File: config.mk
export PLATFORM = sky130hd
export DESIGN_NAME = ssw_supervisor
export DESIGN_NICKNAME = d
export VERILOG_FILES = /design/src/hdl/ssw_pkg.sv /design/src/hdl/ssw_sync.sv /design/src/hdl/ssw_supervisor.sv
export SDC_FILE = /design/constraint.sdc
export NUM_CORES = 1
export LEC_CHECK = 0
export ABC_AREA = 1
export BUFFER_PORTS_ARGS = -buffer_cell sky130_fd_sc_hd__buf_2
export CAP_MARGIN = 20
export CORE_MARGIN = 4
export CORE_UTILIZATION = 57
export DETAILED_ROUTE_END_ITERATION = 8
export GPL_ROUTABILITY_DRIVEN = 0
export GPL_TIMING_DRIVEN = 0
export PLACE_DENSITY_LB_ADDON = 0.12
export SLEW_MARGIN = 15
export SYNTH_ARGS = -nofsm -noshare
export SYNTH_HDL_FRONTEND = slang
export SYNTH_SLANG_ARGS = --single-unit
File: constraint.sdc
create_clock -name clk_sys -period 1.7 [get_ports clk_sys]
set_input_delay 0.34 -clock clk_sys [delete_from_list [all_inputs] [get_ports clk_sys]]
set_output_delay 0.34 -clock clk_sys [all_outputs]
set_load 0.1 [all_outputs]
File: src/hdl/ssw_pkg.sv
/*
 * Constants and timing counts shared by the supply supervisor and watchdog.
 * Assumes a single 100 MHz system clock; comparator results arrive as digital levels.
 */
`default_nettype none
package ssw_pkg;
    localparam int unsigned SSW_CLK_HZ = 100_000_000;
    // Stretch time in ms and watchdog timeout in ms (1.56 s).
    localparam int unsigned SSW_STRETCH_MS = 200;
    localparam int unsigned SSW_WDOG_MS = 1560;
    localparam int unsigned SSW_STRETCH_CYC = SSW_STRETCH_MS * (SSW_CLK_HZ / 1000);
    localparam int unsigned SSW_WDOG_CYC = SSW_WDOG_MS * (SSW_CLK_HZ / 1000);
    localparam int unsigned SSW_CNT_W = 32;
    // Synchroniser depth for every pin input.
    localparam int unsigned SSW_SYNC_STAGES = 2;
endpackage
`default_nettype wire

File: src/hdl/ssw_sync.sv
/*
 * Two-flop level synchroniser for one pin input.
 * Assumes the input is asynchronous to clk_sys; the reset value is a parameter constant.
 */
`default_nettype none
module ssw_sync #(
    parameter logic RESET_VAL = 1'b0
) (
    input wire logic clk_sys,
    input wire logic rst_n,
    input wire logic pinIn,
    output logic syncOut
);
    import ssw_pkg::*;

    typedef struct packed {
        logic meta;
        logic stable;
    } ssw_sync_t;

    ssw_sync_t sync_q, sync_d;

    // The first stage feeds only the second stage.
    always_comb begin
        sync_d = sync_q;
        sync_d.meta = pinIn;
        sync_d.stable = sync_q.meta;
    end

    // Both registers settle to the RESET_VAL parameter under reset.
    always_ff @(posedge clk_sys or negedge rst_n) begin
        if (!rst_n) begin
            sync_q <= '{meta: RESET_VAL, stable: RESET_VAL};
        end else begin
            sync_q <= sync_d;
        end
    end

    assign syncOut = sync_q.stable;
endmodule
`default_nettype wire

File: src/hdl/ssw_supervisor.sv
/*
 * Supply supervisor with reset stretch, watchdog, supply-fail and low-line outputs.
 * Assumes comparator results as digital levels (1 = above threshold) and one 100 MHz clock.
 * The processor beyond toggles the kick input; wiring the watchdog output to the
 * manual reset input is a board decision outside this module.
 */
`default_nettype none
module ssw_supervisor
    import ssw_pkg::*;
#(
    parameter bit ADJUSTABLE = 1'b0,
    parameter int unsigned STRETCH_CYC = ssw_pkg::SSW_STRETCH_CYC,
    parameter int unsigned WDOG_CYC = ssw_pkg::SSW_WDOG_CYC
) (
    input wire logic clk_sys,
    input wire logic rst_n,
    input wire logic manual_reset_in_n,
    input wire logic supply_ok_in,
    input wire logic reset_sense_ok_in,
    input wire logic supply_fail_sense_in,
    input wire logic low_line_ok_in,
    input wire logic watchdog_kick_in,
    output logic reset_out_n,
    output logic reset_out,
    output logic supply_fail_out_n,
    output logic watchdog_expired_out_n,
    output logic low_line_out_n
);
    import ssw_pkg::*;

    // ********************************************************************
    // Parameter checks
    // ********************************************************************
    initial begin
        if (STRETCH_CYC < 2 || WDOG_CYC < 2) begin
            $error("Stretch and watchdog counts must be at least two cycles.");
        end
    end

    // ********************************************************************
    // Input synchronisers
    // ********************************************************************
    logic mrSync, supplySync, senseSync, failSync, lowLineSync, kickSync;

    // Every pin passes two flops before any logic reads it.
    ssw_sync #(.RESET_VAL(1'b1)) uMr (.clk_sys(clk_sys), .rst_n(rst_n), .pinIn(manual_reset_in_n),
        .syncOut(mrSync));
    ssw_sync #(.RESET_VAL(1'b0)) uSup (.clk_sys(clk_sys), .rst_n(rst_n), .pinIn(supply_ok_in),
        .syncOut(supplySync));
    ssw_sync #(.RESET_VAL(1'b0)) uSen (.clk_sys(clk_sys), .rst_n(rst_n), .pinIn(reset_sense_ok_in),
        .syncOut(senseSync));
    ssw_sync #(.RESET_VAL(1'b0)) uPf (.clk_sys(clk_sys), .rst_n(rst_n), .pinIn(supply_fail_sense_in),
        .syncOut(failSync));
    ssw_sync #(.RESET_VAL(1'b0)) uLl (.clk_sys(clk_sys), .rst_n(rst_n), .pinIn(low_line_ok_in),
        .syncOut(lowLineSync));
    ssw_sync #(.RESET_VAL(1'b0)) uWd (.clk_sys(clk_sys), .rst_n(rst_n), .pinIn(watchdog_kick_in),
        .syncOut(kickSync));

    // ********************************************************************
    // Reset conditions
    // ********************************************************************
    logic supplyLow, resetCond;

    // The adjustable variant watches its sense input instead of the supply.
    assign supplyLow = ADJUSTABLE ? !senseSync : !supplySync;
    // Manual reset or the comparator starts and holds a reset.
    assign resetCond = supplyLow || !mrSync;

    // ********************************************************************
    // State
    // ********************************************************************
    typedef struct packed {
        logic [SSW_CNT_W-1:0] stretchCnt;
        logic [SSW_CNT_W-1:0] wdogCnt;
        logic kickPrev;
        logic wdogExpired;
        logic resetN;
        logic failN;
        logic wdogN;
        logic lowLineN;
    } ssw_state_t;

    ssw_state_t st_q, st_d;

    // One pass computes the stretch timer, watchdog counter and every output.
    always_comb begin
        st_d = st_q;
        st_d.kickPrev = kickSync;
        // Any active condition reloads the stretch so a new brownout restarts it.
        if (resetCond) begin
            st_d.stretchCnt = '0;
            st_d.resetN = 1'b0;
        end else if (st_q.stretchCnt < SSW_CNT_W'(STRETCH_CYC - 1)) begin
            st_d.stretchCnt = st_q.stretchCnt + 1'b1;
            st_d.resetN = 1'b0;
        end else begin
            // Release after the full stretch from the condition ending.
            st_d.resetN = 1'b1;
        end
        // Any edge of the kick input clears the counter.
        if (kickSync != st_q.kickPrev) begin
            st_d.wdogCnt = '0;
            st_d.wdogExpired = 1'b0;
        end else if (st_q.wdogCnt < SSW_CNT_W'(WDOG_CYC - 1)) begin
            st_d.wdogCnt = st_q.wdogCnt + 1'b1;
        end else begin
            // Timeout latches until the next kick edge; the processor must kick in time.
            st_d.wdogExpired = 1'b1;
        end
        // Supply low forces the watchdog output low with no stretch on recovery.
        st_d.wdogN = !(st_d.wdogExpired || supplyLow);
        // Comparator followers, unstretched.
        st_d.failN = failSync;
        st_d.lowLineN = lowLineSync;
    end

    // Reset assumes power just came up: outputs asserted (reset_out high, the rest low), counters cleared.
    always_ff @(posedge clk_sys or negedge rst_n) begin
        if (!rst_n) begin
            st_q <= '0;
        end else begin
            st_q <= st_d;
        end
    end

    assign reset_out_n = st_q.resetN;
    assign reset_out = !st_q.resetN;
    assign supply_fail_out_n = st_q.failN;
    assign watchdog_expired_out_n = st_q.wdogN;
    assign low_line_out_n = st_q.lowLineN;

    // ********************************************************************
    // Assertions
    // ********************************************************************
    property p_mr_asserts;
        @(posedge clk_sys) disable iff (!rst_n)
        !mrSync |=> !reset_out_n;
    endproperty
    a_mr_asserts: assert property (p_mr_asserts) else $error("Manual reset did not assert reset.");

    property p_supply_asserts;
        @(posedge clk_sys) disable iff (!rst_n)
        supplyLow |=> !reset_out_n;
    endproperty
    a_supply_asserts: assert property (p_supply_asserts) else $error("Low supply did not assert reset.");

    property p_sense_source;
        @(posedge clk_sys) disable iff (!rst_n)
        supplyLow == (ADJUSTABLE ? !senseSync : !supplySync);
    endproperty
    a_sense_source: assert property (p_sense_source) else $error("Wrong reset comparator source.");

    property p_release_only_stretched;
        @(posedge clk_sys) disable iff (!rst_n)
        $rose(reset_out_n) |-> st_q.stretchCnt == SSW_CNT_W'(STRETCH_CYC - 1) && !$past(resetCond);
    endproperty
    a_release_only_stretched: assert property (p_release_only_stretched)
        else $error("Reset released before full stretch.");

    property p_inverse;
        @(posedge clk_sys) disable iff (!rst_n)
        reset_out == !reset_out_n;
    endproperty
    a_inverse: assert property (p_inverse) else $error("Reset outputs not complementary.");

    property p_restart;
        @(posedge clk_sys) disable iff (!rst_n)
        resetCond |=> st_q.stretchCnt == '0;
    endproperty
    a_restart: assert property (p_restart) else $error("Stretch not restarted by reset condition.");

    property p_fail_follow;
        @(posedge clk_sys) disable iff (!rst_n)
        ##1 supply_fail_out_n == $past(failSync);
    endproperty
    a_fail_follow: assert property (p_fail_follow) else $error("Supply-fail output not following.");

    property p_kick_clears;
        @(posedge clk_sys) disable iff (!rst_n)
        (kickSync != st_q.kickPrev) |=> st_q.wdogCnt == '0 ##1 watchdog_expired_out_n || supplyLow || $past(supplyLow);
    endproperty
    a_kick_clears: assert property (p_kick_clears) else $error("Kick edge did not clear the watchdog.");

    property p_wdog_supply;
        @(posedge clk_sys) disable iff (!rst_n)
        supplyLow |=> !watchdog_expired_out_n;
    endproperty
    a_wdog_supply: assert property (p_wdog_supply) else $error("Watchdog output high with low supply.");

    // Recovery alone must lift the output unless the watchdog has already expired or the counter is about to expire anyway.
    property p_wdog_recover;
        @(posedge clk_sys) disable iff (!rst_n)
        $fell(supplyLow) && !st_q.wdogExpired && st_q.wdogCnt < SSW_CNT_W'(WDOG_CYC - 1) |=> watchdog_expired_out_n;
    endproperty
    a_wdog_recover: assert property (p_wdog_recover) else $error("Watchdog output stretched.");

    property p_lowline;
        @(posedge clk_sys) disable iff (!rst_n)
        ##1 low_line_out_n == $past(lowLineSync);
    endproperty
    a_lowline: assert property (p_lowline) else $error("Low-line output not following.");

    // A counter at its end with no kick edge must take the output low next cycle.
    property p_wdog_timeout;
        @(posedge clk_sys) disable iff (!rst_n)
        st_q.wdogCnt == SSW_CNT_W'(WDOG_CYC - 1) && kickSync == st_q.kickPrev |=> !watchdog_expired_out_n;
    endproperty
    a_wdog_timeout: assert property (p_wdog_timeout) else $error("Watchdog did not time out.");

    // The end of a manual or supply condition must never release reset at once.
    property p_stretch_hold;
        @(posedge clk_sys) disable iff (!rst_n)
        $fell(resetCond) |=> !reset_out_n;
    endproperty
    a_stretch_hold: assert property (p_stretch_hold) else $error("Reset released without stretch.");

    // Once the stretch is complete and nothing holds reset, the output must be high.
    property p_reset_normal;
        @(posedge clk_sys) disable iff (!rst_n)
        !resetCond && st_q.stretchCnt == SSW_CNT_W'(STRETCH_CYC - 1) |=> reset_out_n;
    endproperty
    a_reset_normal: assert property (p_reset_normal) else $error("Reset low in normal operation.");
endmodule
`default_nettype wire

==> out/metrics.yaml <==
layout:
  fin_area_um2: 5910
  layout_common_cells: "nand2_1 (245), nor2_1 (112), nand3_1 (69), dfrtp_1 (65), inv_1 (55)"
  fill_cells: 637
  area_growth_pct: 22.4
  final_nets: 768
  num_antenna_cells: 0
  drive_gt1_frac: 0.195
  largest_reg_flops: 66
  top_register: "st_q"
  final_common_cell: "nand2_1"
worst_setup_path:
  reg2regPathDepth: 11
  crit_chain: "inv_1, nand2_1, nor2_1, nand3b_1, nor2_1, nand2_2, nand2_4, buf_8, buf_12, nand3_1, nand2_1"
  worstPathArrival_ns: 2.04
  crit_fanout: 8
  timing.rr.end: "st_q[29]$_DFFE_PN0P_"
  crit_required_ns: 2.01
  crit_path_start_kind: "flip-flop"
  cpMaxStageDelayCell: "dfrtp_2"
  path_class: "flip-flop to flip-flop"
  crit_path_end_kind: "flip-flop"
  crit_path_max_incr_delay_ns: 0.47
  rrSetupSlack_ns: -0.03
  regToRegStartpoint: "st_q[26]$_DFFE_PN0P_"
logic_synthesis:
  syn-instance-count: 710
  synth_area_leader_cell: "dfrtp_1"
  seq_area_frac_synth: 0.415
  async_flop_share: 1.00
  synth_top_flop_cell: "dfrtp_1"
  synth-edff-count: 0
  ys_ff_latch: 80
  yosysWarnings: 0
  synth_top_area_share: 0.404
  synth.avg_cell_area_um2: 6.80
  syn_nets: 720
  ys_types: 26
  syn_area_um2: 4830
  synthTopCellsByArea: "dfrtp_1 (40%), nand2_1 (20%), nor2_1 (10%)"
place:
  placed_area_um2: 5050
  port_buffers: 11
  dp_hpwl_um: 8400
global_route:
  grt_max_degree: 53
  grt_pass1_wl_um: 20500
  overflow: 0
  antenna_found_initial: 0
  track_usage: 0.254
  grt_pass1_vias: 4350
power_and_ir_drop:
  p_clk_frac: 0.432
  ir_drop_uv: 594
  power_density_nw_per_um2: 662
  p_comb_frac: 0.067
  internal_power_w: 0.00287
  power_w: 0.00391
  p_sw_w: 0.00104
  seqPwrFrac: 0.502
  cellLeakagePower_nw: 2.79
  p_sw_frac: 0.266
routing:
  dr.pass1.iters: 5
  routed_wl_um: 12800
  drc: 0
  via_per_inst: 5.49
  dr_total_vias: 4764
  wire_per_inst_um: 14.8
  drt_iter0_drc: 473
  final_antenna_net_count: 0
sta:
  hold_violations: 0
  setup_viol: 17
  rsz0062_at_grt: "yes"
  fin_crit_sh: 1.02
  hold_slack_ns: 0.0721
  fmax_mhz: 578
  maxSlewViolCount: 0
  tightest_slew_ns: 0.497
  skew_ns: 0.0173
  period_minus_slack_ns: 1.73
  slew_headroom: 0.669
  layout_setup_ws_ns: -0.0287
die:
  dieArea_um2: 10000
  die_w_um: 100
  num_io_pins: 13
  coreArea_um2: 8220
  dieHeight_um: 100
  start_util: 0.587
  row_count: 33
status:
  violations: "negative setup slack"
  status: "finished, violations left"
cts:
  clk_latency_ns: 0.37
  numCtsBuffers: 9
  cts.htree.levels: 3
  cts.sinks: 80
  root_buffer: "clkbuf_8"
  cts_buffer_depth: 2
  cts_tree: "done"
  path_clk_slew_ns: 0.10
worst_hold_path:
  worstHoldPathType: "primary input to flip-flop"
  min_path_cells: 1
  min-delay-start: "low_line_ok_in"
  holdPathEnd: "uLl.sync_d[0]$_DFF_PN0_"
flow_run:
  max-cap-violations: 0
[stage by stage]
step                      setup slack [ns]   util  TNS (ns)  cells
after detailed placement            -0.316  0.615    -13.72    827
final                              -0.0287  0.719    -0.238    868
after CTS                          0.00773  0.661         0    853
after global placement              -0.413  0.611    -32.53    826
after floorplan                     0.0304      -         0    710
after global routing                -0.130  0.719     -3.36    868
[worst max-delay path by stage]
stage	from	endpoint	slack (ns)	cells after the start
floorplan	st_q[38]$_DFFE_PN0P_	st_q[50]$_DFFE_PN0P_	0.03	13
global placement	rst_n	reset_out_n$_DFF_PN0_	-0.41	1
detailed placement	st_q[38]$_DFFE_PN0P_	st_q[57]$_DFFE_PN0P_	-0.32	13
CTS	st_q[6]$_DFFE_PN0P_	st_q[22]$_DFFE_PN0P_	0.008	11
global route	st_q[33]$_DFFE_PN0P_	st_q[13]$_DFFE_PN0P_	-0.13	10
finish	st_q[26]$_DFFE_PN0P_	st_q[29]$_DFFE_PN0P_	-0.03	11
[cells in the mapped netlist (4+ instances only)]
cell type,count
nand2_1,255
nor2_1,128
nand3_1,81
dfrtp_1,78
inv_1,58
xor2_1,24
nand4_1,16
clkbuf_1,11
a21oi_1,10
buf_6,7
o21ai_0,5
and2_1,4
nor2_2,4
[cells by family (layout without fill, tap and decap cells)]
logic type,count (synthesis),count (layout),synth area share
buffers and inverters,83,136,0.0775
AOI/OAI and AO/OA,15,15,0.0156
and+or+nand+nor,504,504,0.439
adders and majority gates,2,2,0.00518
xor gates and xnor gates,26,26,0.0472
DFF,80,80,0.415
[power by group through the flow]
stage	sequential (W)	combinational (W)	clock [W]
floorplan	0.00202	0.0000843	0
global placement	0.00199	0.000192	0
detailed placement	0.00199	0.000207	0
CTS	0.00195	0.000236	0.00171
global route	0.00197	0.000285	0.00179
finish	0.00196	0.000262	0.00169
[worst max-delay path, delay by kind of cell (launching register included)]
family,cells,cell delay (ns)
buf+inv,3,0.38
flops,1,0.47
simple gates,8,0.83
[repair_timing]
action,4_1_cts,5_1_grt
pin swaps,2,34
hold endpoints to repair,28,0
gates resized for setup,18,84
cloned,0,4
buffers inserted,9,11
endpoints found under the setup margin,60,59
hold buffers,1,0
[final cells by class]
| cell class | count | area, um^2 | area share |
|---|---|---|---|
| Multi-Input combinational cell | 547 | 2750 | 0.465 |
| Sequential cell | 80 | 2020 | 0.342 |
| Timing Repair Buffer | 37 | 358 | 0.0606 |
| Inverter | 61 | 233 | 0.0394 |
| Buffer | 22 | 181 | 0.0307 |
| Tap cell | 105 | 131 | 0.0222 |
| Clock buffer | 9 | 124 | 0.0210 |
| Clock inverter | 7 | 110 | 0.0186 |
[layer usage]
metal	up-vias	GRT usage	part of all wire
met2	217	0.383	0.44
li1	2305	-	-
met4	0	0.0798	0.021
met3	31	0.0389	0.085
met1	2211	0.378	0.45
met5	-	0	0
Power figures use the tool's default switching activity.
